**src/core/pdsc_pkg.sv**
```systemverilog
package pdsc_pkg;
  localparam int unsigned CLK_HZ     = 20_000_000;
  localparam int unsigned FULL_SPH   = 24000;              // strokes per hour at 100 %
  localparam int unsigned FULL_SPM   = FULL_SPH / 60;      // 400 per minute
  localparam int unsigned STROKE_CYC = CLK_HZ / FULL_SPM * 60;
  localparam int unsigned BANNER_MS  = 1000;
  localparam int unsigned BANNER_CYC = CLK_HZ / 1000 * BANNER_MS;
  localparam int unsigned PCT_W      = 7;
  localparam int unsigned CNT_W      = 16;
  localparam int unsigned TACC_W     = 32;
  localparam int unsigned PACC_W     = 24;
  localparam logic [6:0]  PCT_FULL   = 7'h64;
  localparam logic [6:0]  PCT_DEF    = 7'h4B;
  localparam logic [15:0] STORE_MAX  = 16'hFFFF;
  localparam logic [15:0] N_DEF      = 16'h0001;
  localparam logic        STORE_DEF  = 1'b0;
  localparam int unsigned PIN_FLOW   = 0;
  localparam int unsigned PIN_LEVEL  = 1;
  localparam int unsigned PIN_TEMP   = 2;
  localparam int unsigned PIN_ERR    = 3;
  localparam int unsigned PIN_FAIL   = 4;
  localparam int unsigned PIN_SS     = 5;
  localparam int unsigned PIN_ARROWS = 6;
  localparam int unsigned NPIN       = 7;
  localparam logic [1:0]  FAULT_NONE = 2'h0;
  localparam logic [1:0]  FAULT_ERR  = 2'h1;
  localparam logic [1:0]  FAULT_FAIL = 2'h2;

  typedef enum logic [1:0] {
    MODE_CONST = 2'h0,
    MODE_DIV_N = 2'h1,
    MODE_MUL_N = 2'h2
  } pdsc_mode_t;

  typedef enum logic [2:0] {
    PS_STOP  = 3'h1,
    PS_RUN   = 3'h2,
    PS_FAULT = 3'h4
  } pdsc_pump_t;

  localparam pdsc_mode_t MODE_DEF = MODE_CONST;
endpackage : pdsc_pkg

```
**src/core/pdsc_if.sv**
```systemverilog
`timescale 1ns/1ps
interface pdsc_if;
  logic [6:0]  step;  // rate weight per cycle
  logic        fire;  // stroke issued
  logic        ready; // stroke spacing elapsed
  logic        push;  // pulse into store
  logic        pop;   // pulse out of store
  logic [15:0] count; // pending pulses
  logic        full;
  logic        empty;
  modport timer (input step, input fire, output ready);
  modport store (input push, input pop, output count, output full, output empty);
endinterface : pdsc_if

```
**src/core/pdsc_top.sv**
```systemverilog
`timescale 1ns/1ps
module pdsc_top #(
  parameter int unsigned STROKE_CYC = pdsc_pkg::STROKE_CYC, // cycles per stroke at 100 %
  parameter int unsigned BANNER_CYC = pdsc_pkg::BANNER_CYC, // banner length in cycles
  parameter logic [15:0] STORE_MAX  = pdsc_pkg::STORE_MAX   // pending pulse ceiling
) (
  input  wire logic                 clk,             // 20 MHz
  input  wire logic                 nrst,            // sync reset, active low
  input  wire logic                 ce,              // clock enable
  input  wire logic                 flow_pulse,      // flow meter pin
  input  wire logic                 level_probe,     // level monitor pin
  input  wire logic                 over_temp,       // temperature pin
  input  wire logic                 fault_err,       // hardware fault pin, first code
  input  wire logic                 fault_fail,      // hardware fault pin, second code
  input  wire logic                 key_start_stop,  // start/stop key pin
  input  wire logic                 key_both_arrows, // both arrow keys held pin
  input  wire logic                 save_settings,   // leave programming, one cycle
  input  pdsc_pkg::pdsc_mode_t      mode_in,         // mode to save
  input  wire logic [15:0]          n_in,            // n to save
  input  wire logic                 store_en_in,     // store enable to save
  input  wire logic                 set_pct,         // percent adjust, one cycle
  input  wire logic [6:0]           pct_in,          // percent 1..100
  output logic                      stroke,          // one-cycle stroke pulse
  output logic                      pump_run,        // pump running
  output logic                      stop_icon,       // stop indicator
  output logic                      level_icon,      // level indicator
  output logic                      temp_notice,     // temperature notice
  output logic [1:0]                fault_code,      // latched fault code
  output logic                      alarm_led,       // alarm LED
  output logic                      store_blink,     // store indicator blink request
  output logic                      overflow_alarm,  // store overflow
  output logic                      pulses_dropped_notice, // lost-pulse notice
  output logic                      settings_saved_banner, // saved banner
  output logic                      show_percent     // percent shown
);
  function automatic logic is_prop(input pdsc_pkg::pdsc_mode_t m);
    is_prop = (m != pdsc_pkg::MODE_CONST);
  endfunction : is_prop

  pdsc_if b ();

  pdsc_stroke_timer #(
    .STROKE_CYC (STROKE_CYC)
  ) u_timer (
    .clk  (clk),
    .nrst (nrst),
    .ce   (ce),
    .t    (b.timer)
  );

  pdsc_pulse_store #(
    .STORE_MAX (STORE_MAX)
  ) u_store (
    .clk  (clk),
    .nrst (nrst),
    .ce   (ce),
    .s    (b.store)
  );

  // pin synchronisers; third stage only feeds the edge detect
  logic [pdsc_pkg::NPIN-1:0] pin_raw;
  logic [pdsc_pkg::NPIN-1:0] lvl;
  logic [pdsc_pkg::NPIN-1:0] rise;

  assign pin_raw = {key_both_arrows, key_start_stop, fault_fail, fault_err,
                    over_temp, level_probe, flow_pulse};

  genvar gi;
  generate
    for (gi = 0; gi < pdsc_pkg::NPIN; gi++) begin : g_sync
      logic m_q;
      logic l_q;
      logic d_q;
      always_ff @(posedge clk) begin
        if (!nrst) begin
          m_q <= 1'b0;
          l_q <= 1'b0;
          d_q <= 1'b0;
        end else if (ce) begin
          m_q <= pin_raw[gi];
          l_q <= m_q;
          d_q <= l_q;
        end
      end
      assign lvl[gi]  = l_q;
      assign rise[gi] = l_q & ~d_q;
    end
  endgenerate

  logic level;
  logic temp;
  logic fault_any;
  logic ss_rise;

  assign level     = lvl[pdsc_pkg::PIN_LEVEL];
  assign temp      = lvl[pdsc_pkg::PIN_TEMP];
  assign fault_any = lvl[pdsc_pkg::PIN_ERR] | lvl[pdsc_pkg::PIN_FAIL];
  assign ss_rise   = rise[pdsc_pkg::PIN_SS];

  // settings
  pdsc_pkg::pdsc_mode_t mode_q;
  logic [15:0]          n_q;
  logic [6:0]           pct_q;
  logic                 store_en_q;

  always_ff @(posedge clk) begin
    if (!nrst) begin
      mode_q     <= pdsc_pkg::MODE_DEF;
      pct_q      <= pdsc_pkg::PCT_DEF;
      n_q        <= pdsc_pkg::N_DEF;
      store_en_q <= pdsc_pkg::STORE_DEF;
    end else if (ce) begin
      if (save_settings) begin
        mode_q     <= mode_in;
        n_q        <= n_in;
        store_en_q <= store_en_in;
        // proportional modes start from full scale
        pct_q      <= is_prop(mode_in) ? pdsc_pkg::PCT_FULL : pct_q;
      end else if (set_pct) begin
        pct_q      <= pct_in;
      end
    end
  end

  // saved banner, then the percentage
  logic [31:0] ban_q;
  logic        banner_q;
  logic        show_pct_q;

  always_ff @(posedge clk) begin
    if (!nrst) begin
      ban_q <= '0;
    end else if (ce) begin
      if (save_settings) begin
        ban_q <= 32'(BANNER_CYC);
      end else if (ban_q != 32'h0000_0000) begin
        ban_q <= ban_q - 32'h0000_0001;
      end
    end
  end

  always_ff @(posedge clk) begin
    if (!nrst) begin
      banner_q   <= 1'b0;
      show_pct_q <= 1'b1;
    end else if (ce) begin
      if (save_settings) begin
        banner_q   <= 1'b1;
        show_pct_q <= 1'b0;
      end else if (ban_q == 32'h0000_0001) begin
        banner_q   <= 1'b0;
        show_pct_q <= 1'b1;
      end
    end
  end

  // pump run state
  pdsc_pkg::pdsc_pump_t pump_q;
  logic [1:0]           fcode_q;

  always_ff @(posedge clk) begin
    if (!nrst) begin
      pump_q <= pdsc_pkg::PS_STOP;
    end else if (ce) begin
      unique case (pump_q)
        pdsc_pkg::PS_STOP: begin
          if (fault_any) begin
            pump_q <= pdsc_pkg::PS_FAULT;
          end else if (ss_rise && !level && !temp) begin
            pump_q <= pdsc_pkg::PS_RUN;
          end
        end
        pdsc_pkg::PS_RUN: begin
          if (fault_any) begin
            pump_q <= pdsc_pkg::PS_FAULT;
          end else if (level || temp || ss_rise) begin
            pump_q <= pdsc_pkg::PS_STOP;
          end
        end
        // no way out but reset
        pdsc_pkg::PS_FAULT: pump_q <= pdsc_pkg::PS_FAULT;
        default:            pump_q <= pdsc_pkg::PS_STOP;
      endcase
    end
  end

  always_ff @(posedge clk) begin
    if (!nrst) begin
      fcode_q <= pdsc_pkg::FAULT_NONE;
    end else if (ce && fault_any && pump_q != pdsc_pkg::PS_FAULT) begin
      fcode_q <= lvl[pdsc_pkg::PIN_ERR] ? pdsc_pkg::FAULT_ERR : pdsc_pkg::FAULT_FAIL;
    end
  end

  // pulse engine
  logic              run;
  logic              prop;
  logic              flow_rise;
  logic              busy;
  logic              direct;
  logic              late;
  logic              take;
  logic              fire_prop;
  logic              susp_q;
  logic [15:0]       owed_q;
  logic [23:0]       acc_q;
  logic [23:0]       thr;
  logic [23:0]       sum;

  assign run       = (pump_q == pdsc_pkg::PS_RUN);
  assign prop      = is_prop(mode_q);
  assign flow_rise = rise[pdsc_pkg::PIN_FLOW] & prop;
  assign busy      = (owed_q != 16'h0000);
  // a pulse is served at once only with nothing owed and nothing queued
  assign direct    = flow_rise & ~busy & b.empty;
  assign late      = flow_rise & ~direct;
  assign b.push    = late & store_en_q;
  assign b.pop     = ~busy & ~b.empty & ~susp_q & ~flow_rise;
  assign take      = direct | b.pop;
  assign thr       = 24'(n_q * 23'(pdsc_pkg::PCT_FULL));
  assign sum       = acc_q + 24'(pct_q);
  assign fire_prop = run & prop & busy & b.ready;
  assign b.step    = prop ? pdsc_pkg::PCT_FULL : pct_q;
  assign b.fire    = prop ? fire_prop : (run & b.ready);

  always_ff @(posedge clk) begin
    if (!nrst) begin
      owed_q <= '0;
    end else if (ce) begin
      if (save_settings) begin
        owed_q <= '0;
      end else if (take) begin
        if (mode_q == pdsc_pkg::MODE_MUL_N) begin
          owed_q <= n_q;
        end else if (sum >= thr) begin
          owed_q <= 16'h0001;
        end
      end else if (fire_prop) begin
        owed_q <= owed_q - 16'h0001;
      end
    end
  end

  // each pulse adds the percentage; n*100 of it makes a stroke
  always_ff @(posedge clk) begin
    if (!nrst) begin
      acc_q <= '0;
    end else if (ce) begin
      if (save_settings) begin
        acc_q <= '0;
      end else if (take && mode_q == pdsc_pkg::MODE_DIV_N) begin
        acc_q <= (sum >= thr) ? sum - thr : sum;
      end
    end
  end

  always_ff @(posedge clk) begin
    if (!nrst) begin
      susp_q <= 1'b0;
    end else if (ce) begin
      if (rise[pdsc_pkg::PIN_ARROWS]) begin
        susp_q <= 1'b1;
      end else if (flow_rise) begin
        susp_q <= 1'b0;
      end
    end
  end

  // notices and alarm
  logic stroke_q;
  logic dropped_q;
  logic ovf_q;
  logic blink_q;
  logic alarm_q;
  logic level_q;
  logic temp_q;
  logic run_q;
  logic stop_q;

  always_ff @(posedge clk) begin
    if (!nrst) begin
      dropped_q <= 1'b0;
    end else if (ce) begin
      if (late && !store_en_q) begin
        dropped_q <= 1'b1;
      end else if (save_settings) begin
        dropped_q <= 1'b0;
      end
    end
  end

  always_ff @(posedge clk) begin
    if (!nrst) begin
      ovf_q <= 1'b0;
    end else if (ce) begin
      if (b.push && b.full) begin
        ovf_q <= 1'b1;
      end else if (!b.full) begin
        ovf_q <= 1'b0;
      end
    end
  end

  always_ff @(posedge clk) begin
    if (!nrst) begin
      stroke_q <= 1'b0;
      blink_q  <= 1'b0;
      alarm_q  <= 1'b0;
      level_q  <= 1'b0;
      temp_q   <= 1'b0;
      run_q    <= 1'b0;
      stop_q   <= 1'b1;
    end else if (ce) begin
      stroke_q <= b.fire;
      // keeps blinking until the stroke of the last stored pulse is done
      blink_q  <= ~b.empty | (busy & blink_q);
      run_q    <= run;
      stop_q   <= ~run;
      level_q  <= level;
      temp_q   <= temp;
      alarm_q  <= level | temp | ovf_q | (pump_q == pdsc_pkg::PS_FAULT);
    end
  end

  assign stroke                = stroke_q;
  assign pump_run              = run_q;
  assign stop_icon             = stop_q;
  assign level_icon            = level_q;
  assign temp_notice           = temp_q;
  assign fault_code            = fcode_q;
  assign alarm_led             = alarm_q;
  assign store_blink           = blink_q;
  assign overflow_alarm        = ovf_q;
  assign pulses_dropped_notice = dropped_q;
  assign settings_saved_banner = banner_q;
  assign show_percent          = show_pct_q;
endmodule : pdsc_top

```
**src/core/pdsc_stroke_timer.sv**
```systemverilog
`timescale 1ns/1ps
module pdsc_stroke_timer #(
  parameter int unsigned STROKE_CYC = pdsc_pkg::STROKE_CYC // cycles per stroke at 100 %
) (
  input  wire logic clk,  // system clock
  input  wire logic nrst, // sync reset, active low
  input  wire logic ce,   // clock enable
  pdsc_if.timer     t     // rate port
);
  localparam logic [31:0] LIMIT = 32'(STROKE_CYC * 32'(pdsc_pkg::PCT_FULL));

  logic [31:0] acc_q;

  // weight per cycle is the step (percentage in constant mode, 100 in proportional modes), so spacing scales as 100/step
  always_ff @(posedge clk) begin
    if (!nrst) begin
      acc_q <= '0;
    end else if (ce) begin
      if (t.fire) begin
        acc_q <= '0;
      end else if (!t.ready) begin
        acc_q <= acc_q + 32'(t.step);
      end
    end
  end

  assign t.ready = (acc_q >= LIMIT);
endmodule : pdsc_stroke_timer

```
**src/core/pdsc_pulse_store.sv**
```systemverilog
`timescale 1ns/1ps
module pdsc_pulse_store #(
  parameter logic [15:0] STORE_MAX = pdsc_pkg::STORE_MAX // pending pulse ceiling
) (
  input  wire logic clk,  // system clock
  input  wire logic nrst, // sync reset, active low
  input  wire logic ce,   // clock enable
  pdsc_if.store     s     // store port
);
  logic [15:0] cnt_q;

  // a push at the ceiling is refused; the count never wraps
  always_ff @(posedge clk) begin
    if (!nrst) begin
      cnt_q <= '0;
    end else if (ce) begin
      if (s.push && !s.pop && !s.full) begin
        cnt_q <= cnt_q + 16'h0001;
      end else if (s.pop && !s.push && !s.empty) begin
        cnt_q <= cnt_q - 16'h0001;
      end
    end
  end

  assign s.count = cnt_q;
  assign s.full  = (cnt_q == STORE_MAX);
  assign s.empty = (cnt_q == 16'h0000);
endmodule : pdsc_pulse_store

```
**config.mk**
```make
export PLATFORM = sky130hd
export DESIGN_NAME = pdsc_top
export DESIGN_NICKNAME = d
export VERILOG_FILES = /design/src/core/pdsc_pkg.sv /design/src/core/pdsc_if.sv /design/src/core/pdsc_top.sv /design/src/core/pdsc_stroke_timer.sv /design/src/core/pdsc_pulse_store.sv
export SDC_FILE = /design/constraint.sdc
export NUM_CORES = 1
export LEC_CHECK = 0
export ABC_AREA = 1
export BUFFER_PORTS_ARGS = -buffer_cell sky130_fd_sc_hd__buf_2
export CORE_UTILIZATION = 50
export DETAILED_ROUTE_END_ITERATION = 12
export PLACE_DENSITY = 0.78
export SYNTH_ARGS = -nofsm -noshare
export SYNTH_HDL_FRONTEND = slang
export SYNTH_SLANG_ARGS = --single-unit
```
**constraint.sdc**
```tcl
create_clock -name clk -period 5.43 [get_ports clk]
set_input_delay 0.2715 -clock clk [delete_from_list [all_inputs] [get_ports clk]]
set_output_delay 0.2715 -clock clk [all_outputs]
set_load 0.005 [all_outputs]
```
Yosys cells after proc, flatten, opt, wreduce, memory -nomap -nowiden
Index checks and enable logic that the tools add are counted.
{"block": "totals", "elab_cells": 175, "inputBits": 38, "output_inout_bits": 13, "regBits": 180}
{"block": "op_classes", "multipliers": 1, "reduce_logical": 45, "n_addsub": 7, "n_eq_ne": 14, "order_cmp": 2, "bitwise": 31, "mux": 35}
{"operator": "$mux W32", "n": 4}
{"operator": "$mux W16", "n": 7}
{"operator": "$mux W24", "n": 3}
{"operator": "$add A32 B7 Y32", "n": 1}
{"operator": "$eq A32 B1 Y1 const B", "n": 1}
{"operator": "$ge A32 B29 Y1 const B", "n": 1}
{"operator": "$reduce_bool A32 Y1", "n": 1}
{"operator": "$sub A16 B1 Y16 const B", "n": 2}
{"operator": "$sub A32 B1 Y32 const B", "n": 1}
{"operator": "$mux W7", "n": 4}
{"operator": "$add A24 B7 Y24", "n": 1}
{"operator": "$ge A24 B23 Y1", "n": 1}
{"operator": "$sub A24 B23 Y24", "n": 1}
{"operator": "$mul A16 B5 Y21 const B", "n": 1}
{"operator": "$reduce_and A2 Y1", "n": 9}
{"operator": "$reduce_bool A2 Y1", "n": 9}
{"operator": "$add A16 B1 Y16 const B", "n": 1}
{"operator": "$and A1 B1 Y1", "n": 16}
{"operator": "$eq A16 B16 Y1 const B", "n": 1}
{"operator": "$logic_not A16 Y1", "n": 1}
{"operator": "$reduce_bool A16 Y1", "n": 1}
{"operator": "$mux W3", "n": 4}
{"operator": "$logic_and A1 B1 Y1", "n": 11}
{"operator": "$mux W1", "n": 11}
{"operator": "other kinds (18)", "n": 42}

Logic depth before layout (Yosys ltp)
Gate-level depths: netlist of the first run.
{"block": "depth", "ltp_word": 13, "mapped_depth": 33, "ltp_nobuf": 32}

Hierarchy
From an unflattened synthesis of the first run, not the netlist that was laid out.
{"block": "hier_totals", "cells_unflattened": 2199, "area_unflattened_um2": 14172.3}
{"mod": "pdsc_top", "n_inst": 1, "seq_area_each_um2": 2642.5, "area_per_inst_um2": 10119.7, "cells_per_inst": 1493}
{"mod": "pdsc_stroke_timer", "n_inst": 1, "seq_area_each_um2": 640.6, "area_per_inst_um2": 2449.8, "cells_per_inst": 434}
{"mod": "pdsc_pulse_store", "n_inst": 1, "seq_area_each_um2": 320.3, "area_per_inst_um2": 1602.8, "cells_per_inst": 272}

Least setup slack after synthesis of the first run
Ideal clock, no wire load.
{"block": "synth_path", "path_kind": "register to register", "start": "register n_q[3]", "end": "register acc_q[10]", "arrival_time_ps": 4443, "setup_time_ps": 132, "slack_ps": 855, "n_path_buf": 1, "stages_incl_launch_ff": 31, "synth_period_minus_slack_ps": 4575, "required_time_ps": 5298, "path_cell_list": "dfxtp_1 ha_1 ha_1 fa_1 ha_1 a21o_1 nand2_1 nand2_1 a21oi_1 o21ai_1 a21boi_0 o21ai_1 nand2_1 nand2_1 xor2_1 ha_1 nand2_1 inv_1 nand2_1 inv_1 a21oi_1 nand4_1 nand2_1 nand2_1 nand2_2 nand2_4 inv_2 buf_4 nand2_1 nand3_1 a21oi_1"}
{"block": "synth_between", "elab_chain_len": 5, "word_cells_on_any_way": 6, "classes_between": "add/sub (1); mul (1); order compare (1); mux (3)"}
{"item": "start, declared", "line": "pdsc_top.sv:102", "source": "logic [15:0] n_q;"}
{"item": "start signal, assigned", "line": "pdsc_top.sv:110", "source": "n_q <= pdsc_pkg::N_DEF;"}
{"item": "start signal, assigned", "line": "pdsc_top.sv:115", "source": "n_q <= n_in;"}
{"item": "$mul A16 B5 Y21 (*)", "line": "pdsc_top.sv:220", "source": "assign thr = 24'(n_q * 23'(pdsc_pkg::PCT_FULL));"}
{"item": "$sub A24 B23 Y24 or $ge A24 B23 Y1 (tied branches)", "line": "pdsc_top.sv:252", "source": "acc_q <= (sum >= thr) ? sum - thr : sum;"}
{"item": "$mux W24 (*)", "line": "pdsc_top.sv:252"}
{"item": "$mux W24 (*)", "line": "pdsc_top.sv:251", "source": "end else if (take && mode_q == pdsc_pkg::MODE_DIV_N) begin"}
{"item": "$mux W24 (*)", "line": "pdsc_top.sv:249", "source": "if (save_settings) begin"}
{"item": "end signal, assigned", "line": "pdsc_top.sv:252"}
{"item": "end, declared", "line": "pdsc_top.sv:206", "source": "logic [23:0] acc_q;"}
Every way passes the cells marked *; elsewhere a longest branch is shown, timed or not. The select of a mux whose other input is x is not followed.
A chain may end at the register's enable or synchronous reset.

Worst setup path after layout of the first run
{"block": "layout_path", "start": "register n_q[2]", "end": "register acc_q[7]"}
Same word-level chain as after synthesis.

==> results.toml, run 1 <==
[power_and_ir_drop]
swShare_pct = 36.1
clkPwrFrac_pct = 32.9
p_seq_share_pct = 38.1
netSwitchingPower_mw = 1.38
p_leak_nw = 6.78
p_comb_share_pct = 29.0
p_int_mw = 2.43
ir_worst_vdd_uv = 195
p_per_area_nw_per_um2 = 263

[synth]
synth_top_family_by_area = "simple AND/OR/NAND/NOR gates"
syn_area_um2 = 13400
synthAdderAreaFrac_pct = 12.0
synth_edf_count = 0
synth_xor_area_share_pct = 7.52
synth_seq_cells = 180
yosys_warnings = 0
synth-simple-area-share_pct = 28.7
syn-num-nets = 2155
synthCells = 1997
synth_top_area_cell = "dfxtp_1"
yosysUniqueCellTypes = 57
synthMuxAreaShare_pct = 0
synth-main-ff-cell = "dfxtp_1"
avgSynthCellArea_um2 = 6.71
synthArstFlopShare_pct = 0
synth_top_cell_area_share_pct = 26.9
ys_seq_area_share_pct = 26.9
synth-compound-area-share_pct = 15.4
ys_top_cells_by_area = "dfxtp_1 27%, nand2_1 11%, ha_1 9.8%"

[min_path]
hold_depth = 3
hold_path_startpoint = "n_in[0]"
hold_end = "n_q[0]"
hold_path_class = "input port to register"

[worst_setup_path]
crit_arrival_ps = 5290
r2r-end = "acc_q[7]"
critPathSlowestCell = "fa_1"
r2r_start = "n_q[2]"
critPathKind = "register to register"
end_kind = "register"
r2r_setup_slack_ps = 410
critical_path.max_stage_delay_ps = 470
worstSetupStartpointType = "register"
required_ps = 5690
crit_fanout = 26
cpMostUsedCell = "nand2_1"
worst_r2r_path_depth = 28

[clock_network]
htree_levels = 4
clk_latency_ps = 430
clk_pin_slew_ps = 80
clockBufferDepth = 2
cts_inserted_buffers = 17
cts.sinks = 180
cts_tree = "done"
cts-root-buf = "clkbuf_16"

[sta]
relSlewSlack_pct = 27.2
fmax_ghz = 0.199
holdWs_ps = 41.7
finalHoldViolCount = 0
worst_slew_pin_slew_ps = 1080
slew_viol_final = 0
setup-violations-final = 0
min_period_ps = 5020
fin_crit_sh_pct = 92.5
clock_skew_ps = 11.3

[place]
dpl.hpwl_um = 25100
port_buffers = 50
dp.cells = 2328
gp_congestion = 0.922

[floorplan]
die_h_um = 166
start_util_pct = 51.2
die_w_um = 166
dieArea_um2 = 27500
ios = 51
coreArea_um2 = 26200
rows = 59

[drt]
drt_iter0_markers = 816
viasPerCell = 5.49
routedWlPerCell_um = 14.1
dr.pass1.iters = 7
routed_wl_um = 33200
vias = 13000
ant_nets = 0
drc = 0

[layout]
final_cells = 2362
fin_util_pct = 55.2
area.growth.synth_to_final_pct = 7.92
nNetsFinal = 2171
drive_above_1_share_pct = 6.81

[global_route]
overflow = 0
grt_max_degree = 75
antenna_found_initial = 1
grt_pass1_wl_um = 56000
grt_pass1_vias = 12100
grt_usage_pct = 24.1

[outcome]
status = "complete, no violations"

[flow_run]
drv_cap = 0
## through the flow
stage / setup TNS (ps) / worst slack [ps] / area [µm²] / power [mW]
2_1_floorplan: 0 / 855 / 13400 / 2.33
3_3_place_gp: 0 / 327 / 13800 / 2.55
3_5_place_dp: 0 / 112 / 13800 / 2.56
4_1_cts: 0 / 46.9 / 14400 / 3.81
5_1_grt: -21.3 / -12.1 / 14500 / 4.04
6_report: 0 / 409 / 14500 / 3.81
## cell usage in the layout, fill, tap and decap left out, drive strengths merged, types with 3 or more instances in the layout
cell and instances:
or2 14, dfxtp 180, o211ai 7, nand3b 3, xnor2 39, a21boi 5, nor2 242, o21ai 135
nor3 49, nor4 22, ha 105, clkinv 5, a31oi 10, o21bai 8, nand3 97, clkbuf 17
xor2 74, a211oi 7, a21oi 199, nand4 49, buf 55, nand2 402, a21o 5, inv 264
fa 15
## worst max path at each step
stage	start	end	slack, ps	cells past startpoint
2_1_floorplan	n_q[3]	acc_q[10]	850	30
4_1_cts	n_q[3]	acc_q[9]	50	29
3_5_place_dp	n_q[3]	acc_q[16]	110	29
5_1_grt	n_q[5]	acc_q[13]	-10	32
3_3_place_gp	n_q[3]	acc_q[18]	330	29
6_report	n_q[2]	acc_q[7]	410	28
## cell families after synthesis
family	after synthesis
adder cells (fa/ha/maj)	120
AND/OR/NAND/NOR	882
buffers and inverters	317
flip-flops	180
XOR/XNOR	113
AO/OA/AOI/OAI	385
## area by class of cell
type,count,area [µm²]
Tap cell,335,419
Sequential cell,180,3600
Antenna cell,2,5.00
Clock inverter,14,164
Multi-Input combinational cell,1501,8590
Inverter,258,973
Timing Repair Buffer,55,288
Fill cell,2520,11700
Clock buffer,17,425
## flip-flops by register name, summed over array words and instances, names as in the netlist, 2 cells and up
register	cells
pump_q	3
mode_q	2
fault_code	2
ban_q	32
g_sync.l_q	7
pct_q	7
n_q	16
g_sync.d_q	3
u_timer.acc_q	32
g_sync.m_q	7
acc_q	24
u_store.s.count	16
owed_q	16
## timing repair
item | in CTS | in global routing
hold endpoints to repair | 0 | 0
setup buffers | 0 | 0
setup endpoints to repair | 0 | 38
hold buffers | 0 | 0
gates resized for setup | 0 | 13
## synthesized netlist by cell type (7+ instances only)
cell type / n
clkbuf_1: 31
fa_1: 15
ha_1: 105
o21ai_1: 14
o21bai_1: 8
buf_2: 12
a31oi_1: 10
xnor2_1: 38
nor3_1: 47
xor2_1: 74
dfxtp_1: 180
nand2_1: 397
nand3_1: 93
a21oi_1: 199
nor2_1: 233
nand4_1: 48
nor4_1: 21
o21ai_0: 119
inv_1: 247
o211ai_1: 7
inv_2: 10
or2_2: 12
## power by group through the flow
stage | combinational [mW] | clock (mW) | sequential (mW)
2_1_floorplan | 0.864 | 0 | 1.46
3_3_place_gp | 1.07 | 0 | 1.48
3_5_place_dp | 1.08 | 0 | 1.48
4_1_cts | 1.09 | 1.27 | 1.45
5_1_grt | 1.26 | 1.32 | 1.46
6_report | 1.11 | 1.25 | 1.45
## worst max-delay path, delay by kind of cell, from the launching register on
kind / cells / cell delay [ps]
AO/OA/AOI/OAI: 7 / 1110
adder cells (fa/ha/maj): 5 / 1820
flip-flops: 1 / 340
buffers and inverters: 2 / 100
XOR/XNOR: 1 / 150
AND/OR/NAND/NOR: 13 / 1330
## routing by layer
layer | part of all wire (%) | track usage [%] | vias to the layer above | wire [µm]
met1 | 47 | 31.7 | 5976 | 15500
met3 | 5.1 | 3.86 | 46 | 1710
met2 | 46 | 41.0 | 336 | 15400
met4 | 1.7 | 6.70 | 0 | 578
li1 | - | - | 6613 | -
met5 | 0 | 0 | - | 0
Power figures use the tool's default switching activity.
==> run 2: changes to the inputs <==
--- a/config.mk
+++ b/config.mk
@@ -6,5 +6,4 @@
 export NUM_CORES = 1
 export LEC_CHECK = 0
-export ABC_AREA = 1
 export BUFFER_PORTS_ARGS = -buffer_cell sky130_fd_sc_hd__buf_2
 export CORE_UTILIZATION = 50
==> constraint.sdc (replaced) <==
create_clock -name clk -period 5.43 [get_ports clk]
set_input_delay 0.543 -clock clk [delete_from_list [all_inputs] [get_ports clk]]
set_output_delay 0.543 -clock clk [all_outputs]
set_load 0.005 [all_outputs]
==> run 2 against run 1 <==
Net effect:
- clock skew fell by 2.0 ps
- clock-buffer cell count rose by 6
- hold slack improved by 300 ps
- critical path depth fell by 4
- global-route usage fell by 0.52 points
- total power rose by 35%
- non-clock buffer count rose by 21
- critical path type unchanged
- largest power group is now combinational logic
- highest routed layer unchanged
==> results.toml, run 2 <==
[worst_setup_path]
end_kind = "register"
critPathKind = "register to register"
required_ps = 5770
worstSetupStartpointType = "register"
crit_fanout = 8
r2r_start = "n_q[5]"
crit_arrival_ps = 5570
startpoint = "n_q[5]"

[min_path]
hold_path_class = "input port to register"
hold_path_startpoint = "fault_err"

[sta]
relSlewSlack_pct = 30.7
min_period_ps = 5240
fmax_ghz = 0.191
worst_slew_pin_slew_ps = 1030
setup-violations-final = 0
fin_ws_ps = 193
fin_crit_sh_pct = 96.4
clock_skew_ps = 9.23
holdWs_ps = 346
slew_viol_final = 0
finalHoldViolCount = 0

[clock_network]
clockBufferDepth = 2
clk_latency_ps = 430
cts.sinks = 180
cts_tree = "done"
htree_levels = 4
clk_pin_slew_ps = 70
cts-root-buf = "clkbuf_16"
ctsHoldBuffers = 0
cts_inserted_buffers = 17

[global_route]
use_met1_pct = 29.4
grt_usage_pct = 23.6
grt_use_met2_pct = 40.8
grt_pass1_vias = 10000
grt_pass1_wl_um = 47200
met3_usage_pct = 4.43
overflow = 0
antenna_found_initial = 0
grt_busiest_layer = "met2"
grt_max_degree = 83

[synth]
syn-num-nets = 1641
synth_edf_count = 0
synthArstFlopShare_pct = 0
synth_seq_cells = 180
yosys.cell_count.top_type = "dfxtp_1"
synth_common_cells = "180 x dfxtp_1, 156 x nor2_1, 152 x nand2_1"
avgSynthCellArea_um2 = 8.11
ys_seq_area_share_pct = 29.9
ys_top_cells_by_area = "dfxtp_1 30%, ha_1 11%, xnor2_1 6.3%"
yosys_warnings = 0
synth-main-ff-cell = "dfxtp_1"
yosysUniqueCellTypes = 69
synth_top_area_cell = "dfxtp_1"
synthCells = 1483
syn_area_um2 = 12000
synth_top_cell_area_share_pct = 29.9

[place]
placed_cell_area_um2 = 12600
dp_slack_ps = -6.57
port_buffers = 50
dpl.hpwl_um = 20900
gp_congestion = 0.938

[drt]
drc = 0
vias = 10800
ant_nets = 0
routed_wl_um = 28900
drt_iter0_markers = 660
viasPerCell = 5.82
routedWlPerCell_um = 15.6
dr.pass1.iters = 5

[floorplan]
die_w_um = 157
start_util_pct = 51.1
rows = 56
coreArea_um2 = 23500
ios = 51
die_h_um = 157
dieArea_um2 = 24700

[layout]
area.growth.synth_to_final_pct = 10.8
reg.largest.list = "ban_q x32, u_timer.acc_q x32, acc_q x24"
num_antenna_cells = 0
mostFrequentLayoutCells = "177 x dfxtp_1, 154 x nor2_1, 152 x nand2_1"
layout_commonest_cell = "dfxtp_1"
drive_above_1_share_pct = 8.98
n_fill_cell = 2162
nNetsFinal = 1682
design_area_um2 = 13300

[outcome]
status = "complete, no violations"

[power_and_ir_drop]
ir_worst_vdd_uv = 318
p_leak_nw = 5.70
p_per_area_nw_per_um2 = 385
p_total_mw = 5.14

[flow_run]
drv_cap = 0
[run 2: cell count changes in the layout (fill, tap and decap cells not counted), moves of 30 or more]
| cell | delta |
|---|---|
| a21oi_1 | -87 |
| inv_1 | -164 |
| mux2i_1 | +49 |
| nand2_1 | -245 |
| nand3_1 | -58 |
| nand4_1 | -30 |
| nor2_1 | -79 |
| o21ai_0 | -51 |
| xnor2_1 | +48 |
| xor2_1 | -38 |
[run 2: metal layers]
metal	vias up	wire length, µm
li1	5345	-
met1	5140	12900
met2	275	14000
met3	48	1440
met4	0	627
met5	-	0
[run 2: timing repair]
action,in CTS,in global routing
pin swaps,0,8
endpoints found under the setup margin,10,37
gates cloned,0,1
gates resized for setup,1,16
setup buffers,0,10
[run 2: worst max-delay path, stage by stage (launching register included)]
cell       delay (ps)
dfxtp_2           350
ha_1              290
ha_1              270
inv_1              50
fa_1              490
inv_1              40
ha_1              320
or2_2             320
a21oi_1           210
a211o_1           170
a31oi_1           120
nand2_1           110
nand2b_1           60
a21oi_1           190
xor2_1            100
ha_1              440
o21ai_0           130
nand2_1            80
nand2_1            70
or2_2             320
o2111ai_4         270
o211a_4           240
nor2_4             50
buf_6             150
o41ai_1           300
[run 2: cells by family (layout without fill, tap and decap cells)]
group                      after synthesis  in the layout  synth area share [%]
muxes                                   50             50                  4.17
AOI/OAI and AO/OA                      318            318                  16.6
xor gates and xnor gates               122            122                  8.88
and+or+nand+nor                        555            555                  22.6
adders and majority gates              120            120                  13.4
buffers and inverters                  138            192                  4.38
DFF                                    180            180                  29.9
[run 2: where the power goes]
part	switching, mW	total, mW	internal [mW]
Sequential	0.150	1.61	1.46
Clock	0.551	1.20	0.650
Combinational	1.33	2.33	0.994
[run 2: metrics by stage]
| stage | TNS (ps) | instances | utilization [%] |
|---|---|---|---|
| after floorplan | 0 | 1483 | - |
| after global placement | 0 | 1813 | 53.6 |
| after detailed placement | -6.57 | 1813 | 53.6 |
| after CTS | 0 | 1845 | 56.0 |
| after global routing | -678 | 1856 | 56.6 |
| final | 0 | 1856 | 56.6 |
[run 2: final timing paths]
path / depth (start not counted) / slack (ps) / endpoint
max: 24 / 190 / owed_q[8]
min reg2reg: 2 / 470 / acc_q[6]
min: 3 / 350 / g_sync[3].m_q
max reg2reg: 24 / 190 / owed_q[8]
[run 2: area by class of cell]
| cell class | count | area, µm² | area share, % |
|---|---|---|---|
| Multi-Input combinational cell | 1165 | 7980 | 59.8 |
| Sequential cell | 180 | 3610 | 27.1 |
| Tap cell | 319 | 399 | 2.99 |
| Inverter | 84 | 315 | 2.36 |
| Timing Repair Buffer | 76 | 483 | 3.62 |
| Clock buffer | 23 | 458 | 3.43 |
| Clock inverter | 9 | 93.8 | 0.704 |
==> run 3: changes to the inputs <==
- CELL_PAD_IN_SITES_DETAIL_PLACEMENT: not set -> 0
- CELL_PAD_IN_SITES_GLOBAL_PLACEMENT: not set -> 1
- CORE_MARGIN: not set -> 5
- CORE_UTILIZATION: 50 -> 48
- PLACE_DENSITY: 0.78 -> 0.93
- SETUP_SLACK_MARGIN: not set -> 0.02
==> run 3 against run 2 <==
Net effect:
- hold slack worse by 23 ps
- largest cell class unchanged
- sequential share of layout area down 0.43 points
- utilization down 2.4 points
- combinational power about the same
- critical endpoint is now owed_q[3]
- register-to-register slack better by 60 ps
- total power up 2.1%
- cell area up 1.6%
- sequential power about the same
- clock-buffer cell count down 5
- maximum frequency up 1.1%
- setup slack better by 58 ps
- first-iteration DRC count up 23%
==> results.toml, run 3 (synthesized netlist as in run 2, its figures left out) <==
[outcome]
status = "complete, no violations"

[worst_setup_path]
end_kind = "register"
r2r_start = "n_q[5]"
worstSetupStartpointType = "register"
r2r_setup_slack_ps = 250
startpoint = "n_q[5]"
r2r-end = "owed_q[3]"
cp-endpoint = "owed_q[3]"
worst_r2r_path_depth = 23
crit_fanout = 7
critPathKind = "register to register"
required_ps = 5790
crit_arrival_ps = 5540

[power_and_ir_drop]
ir_worst_vdd_uv = 435
p_total_mw = 5.24
swShare_pct = 40.9
p_leak_nw = 5.78
netSwitchingPower_mw = 2.15
p_per_area_nw_per_um2 = 387
p_int_mw = 3.10
clkPwrFrac_pct = 24.6
p_comb_share_pct = 44.8
p_seq_share_pct = 30.6

[sta]
slew_viol_final = 0
finalHoldViolCount = 0
setup-violations-final = 0
clock_skew_ps = 13.1
worst_slew_pin_slew_ps = 1050
holdWs_ps = 323
tns_ps = 0
fmax_ghz = 0.193
min_period_ps = 5180
fin_crit_sh_pct = 95.4
relSlewSlack_pct = 29.6

[clock_network]
htree_levels = 4
clk_pin_slew_ps = 80
cts_tree = "done"
ctsHoldBuffers = 0
clockBufferDepth = 2
cts-root-buf = "clkbuf_16"
cts_inserted_buffers = 17
cts.sinks = 180
clk_latency_ps = 450

[global_route]
grt_pass1_wl_um = 49500
grt_pass1_vias = 10300
grt_usage_pct = 20.7
antenna_found_initial = 0
grt_max_degree = 83
overflow = 0

[drt]
routed_wl_um = 29900
ant_nets = 0
vias = 10700
dr.pass1.iters = 5
viasPerCell = 5.71
drt_iter0_markers = 810
drc = 0
routedWlPerCell_um = 16.0

[layout]
drive_above_1_share_pct = 10.1
fin_util_pct = 54.3
num_antenna_cells = 0
area.growth.synth_to_final_pct = 12.6
register_area_um2 = 3610
layout_commonest_cell = "dfxtp_1"
nNetsFinal = 1686
multi_input_area_um2 = 8050
mostFrequentLayoutCells = "177 x dfxtp_1, 153 x nor2_1, 152 x nand2_1"
reg.largest.list = "ban_q x32, u_timer.acc_q x32, acc_q x24"
n_fill_cell = 2340

[flow_run]
drv_cap = 0

[min_path]
hold_path_class = "input port to register"
hold_depth = 3

[floorplan]
die_h_um = 168
rows = 58
coreArea_um2 = 25000
ios = 51
die_w_um = 168
start_util_pct = 48.2
dieArea_um2 = 28300

[place]
port_buffers = 50
dpl.hpwl_um = 21700
gp_congestion = 0.887
run 3: cell count changes in the layout (fill, tap and decap cells not counted), moves of 4 or more:
cell,change
clkbuf_1,-5
clkinv_8,+6
clkinvlp_4,-4
ha_1,-4
run 3: layer usage:
metal  part of all wire (%)  up-vias  wire length [µm]  GRT usage [%]
met2                     48      210             14400           35.2
met4                    2.1        0               641           6.10
met3                    3.3       47               982           2.89
met1                     46     5069             13800           27.4
met5                      0        -                 0              0
li1                       -     5360                 -              -
run 3: worst max-delay path, cell delays in order, from the launching register on:
cell       delay, ps
dfxtp_1          350
ha_1             310
ha_1             280
inv_1             50
fa_1             490
inv_1             60
ha_4             250
or2_2            280
o31a_1           130
a31oi_2          210
a211oi_2         110
buf_4            150
nand4_1           90
nand4b_1         120
a21oi_2          160
xor2_1           190
ha_1             300
a221oi_2         300
a21o_1           190
o2111ai_4        170
o211a_4          320
nor2_4           200
clkbuf_16        200
mux2i_1          200
run 3: layout make-up:
class | count | share of cell area, %
multi-input cells | 1165 | 59.4
clock buffers | 18 | 3.24
flip-flops and latches | 180 | 26.6
clock inverters | 14 | 1.35
well taps | 330 | 3.05
repair buffers | 80 | 4.01
inverters | 84 | 2.33
run 3: power groups by stage:
| stage | sequential (mW) | combinational, mW | clock [mW] |
|---|---|---|---|
| after floorplan | 1.59 | 1.80 | 0 |
| after global placement | 1.63 | 2.25 | 0 |
| after detailed placement | 1.63 | 2.27 | 0 |
| after CTS | 1.60 | 2.29 | 1.31 |
| after global routing | 1.63 | 2.62 | 1.37 |
| final | 1.61 | 2.35 | 1.29 |
run 3: timing repair:
action | in CTS | in global routing
resized for setup | 2 | 26
setup buffers | 0 | 4
setup endpoints to repair | 6 | 31
pin swaps | 0 | 11
cloned | 0 | 2
run 3: worst min-delay path by stage:
stage,start,end
after floorplan,u_timer.acc_q[31],u_timer.acc_q[31]
after global placement,u_timer.acc_q[31],u_timer.acc_q[31]
after detailed placement,u_timer.acc_q[31],u_timer.acc_q[31]
after CTS,n_in[15],n_q[15]
after global routing,n_in[10],n_q[10]
final,n_in[15],n_q[15]
run 3: stage by stage:
| stage | setup slack (ps) | area [µm²] | std cells |
|---|---|---|---|
| after floorplan | 333 | 12000 | 1483 |
| after detailed placement | -34.4 | 12700 | 1833 |
| final | 252 | 13600 | 1871 |
| after CTS | 90.8 | 13300 | 1865 |
| after global routing | -6.71 | 13600 | 1871 |
| after global placement | 172 | 12700 | 1833 |
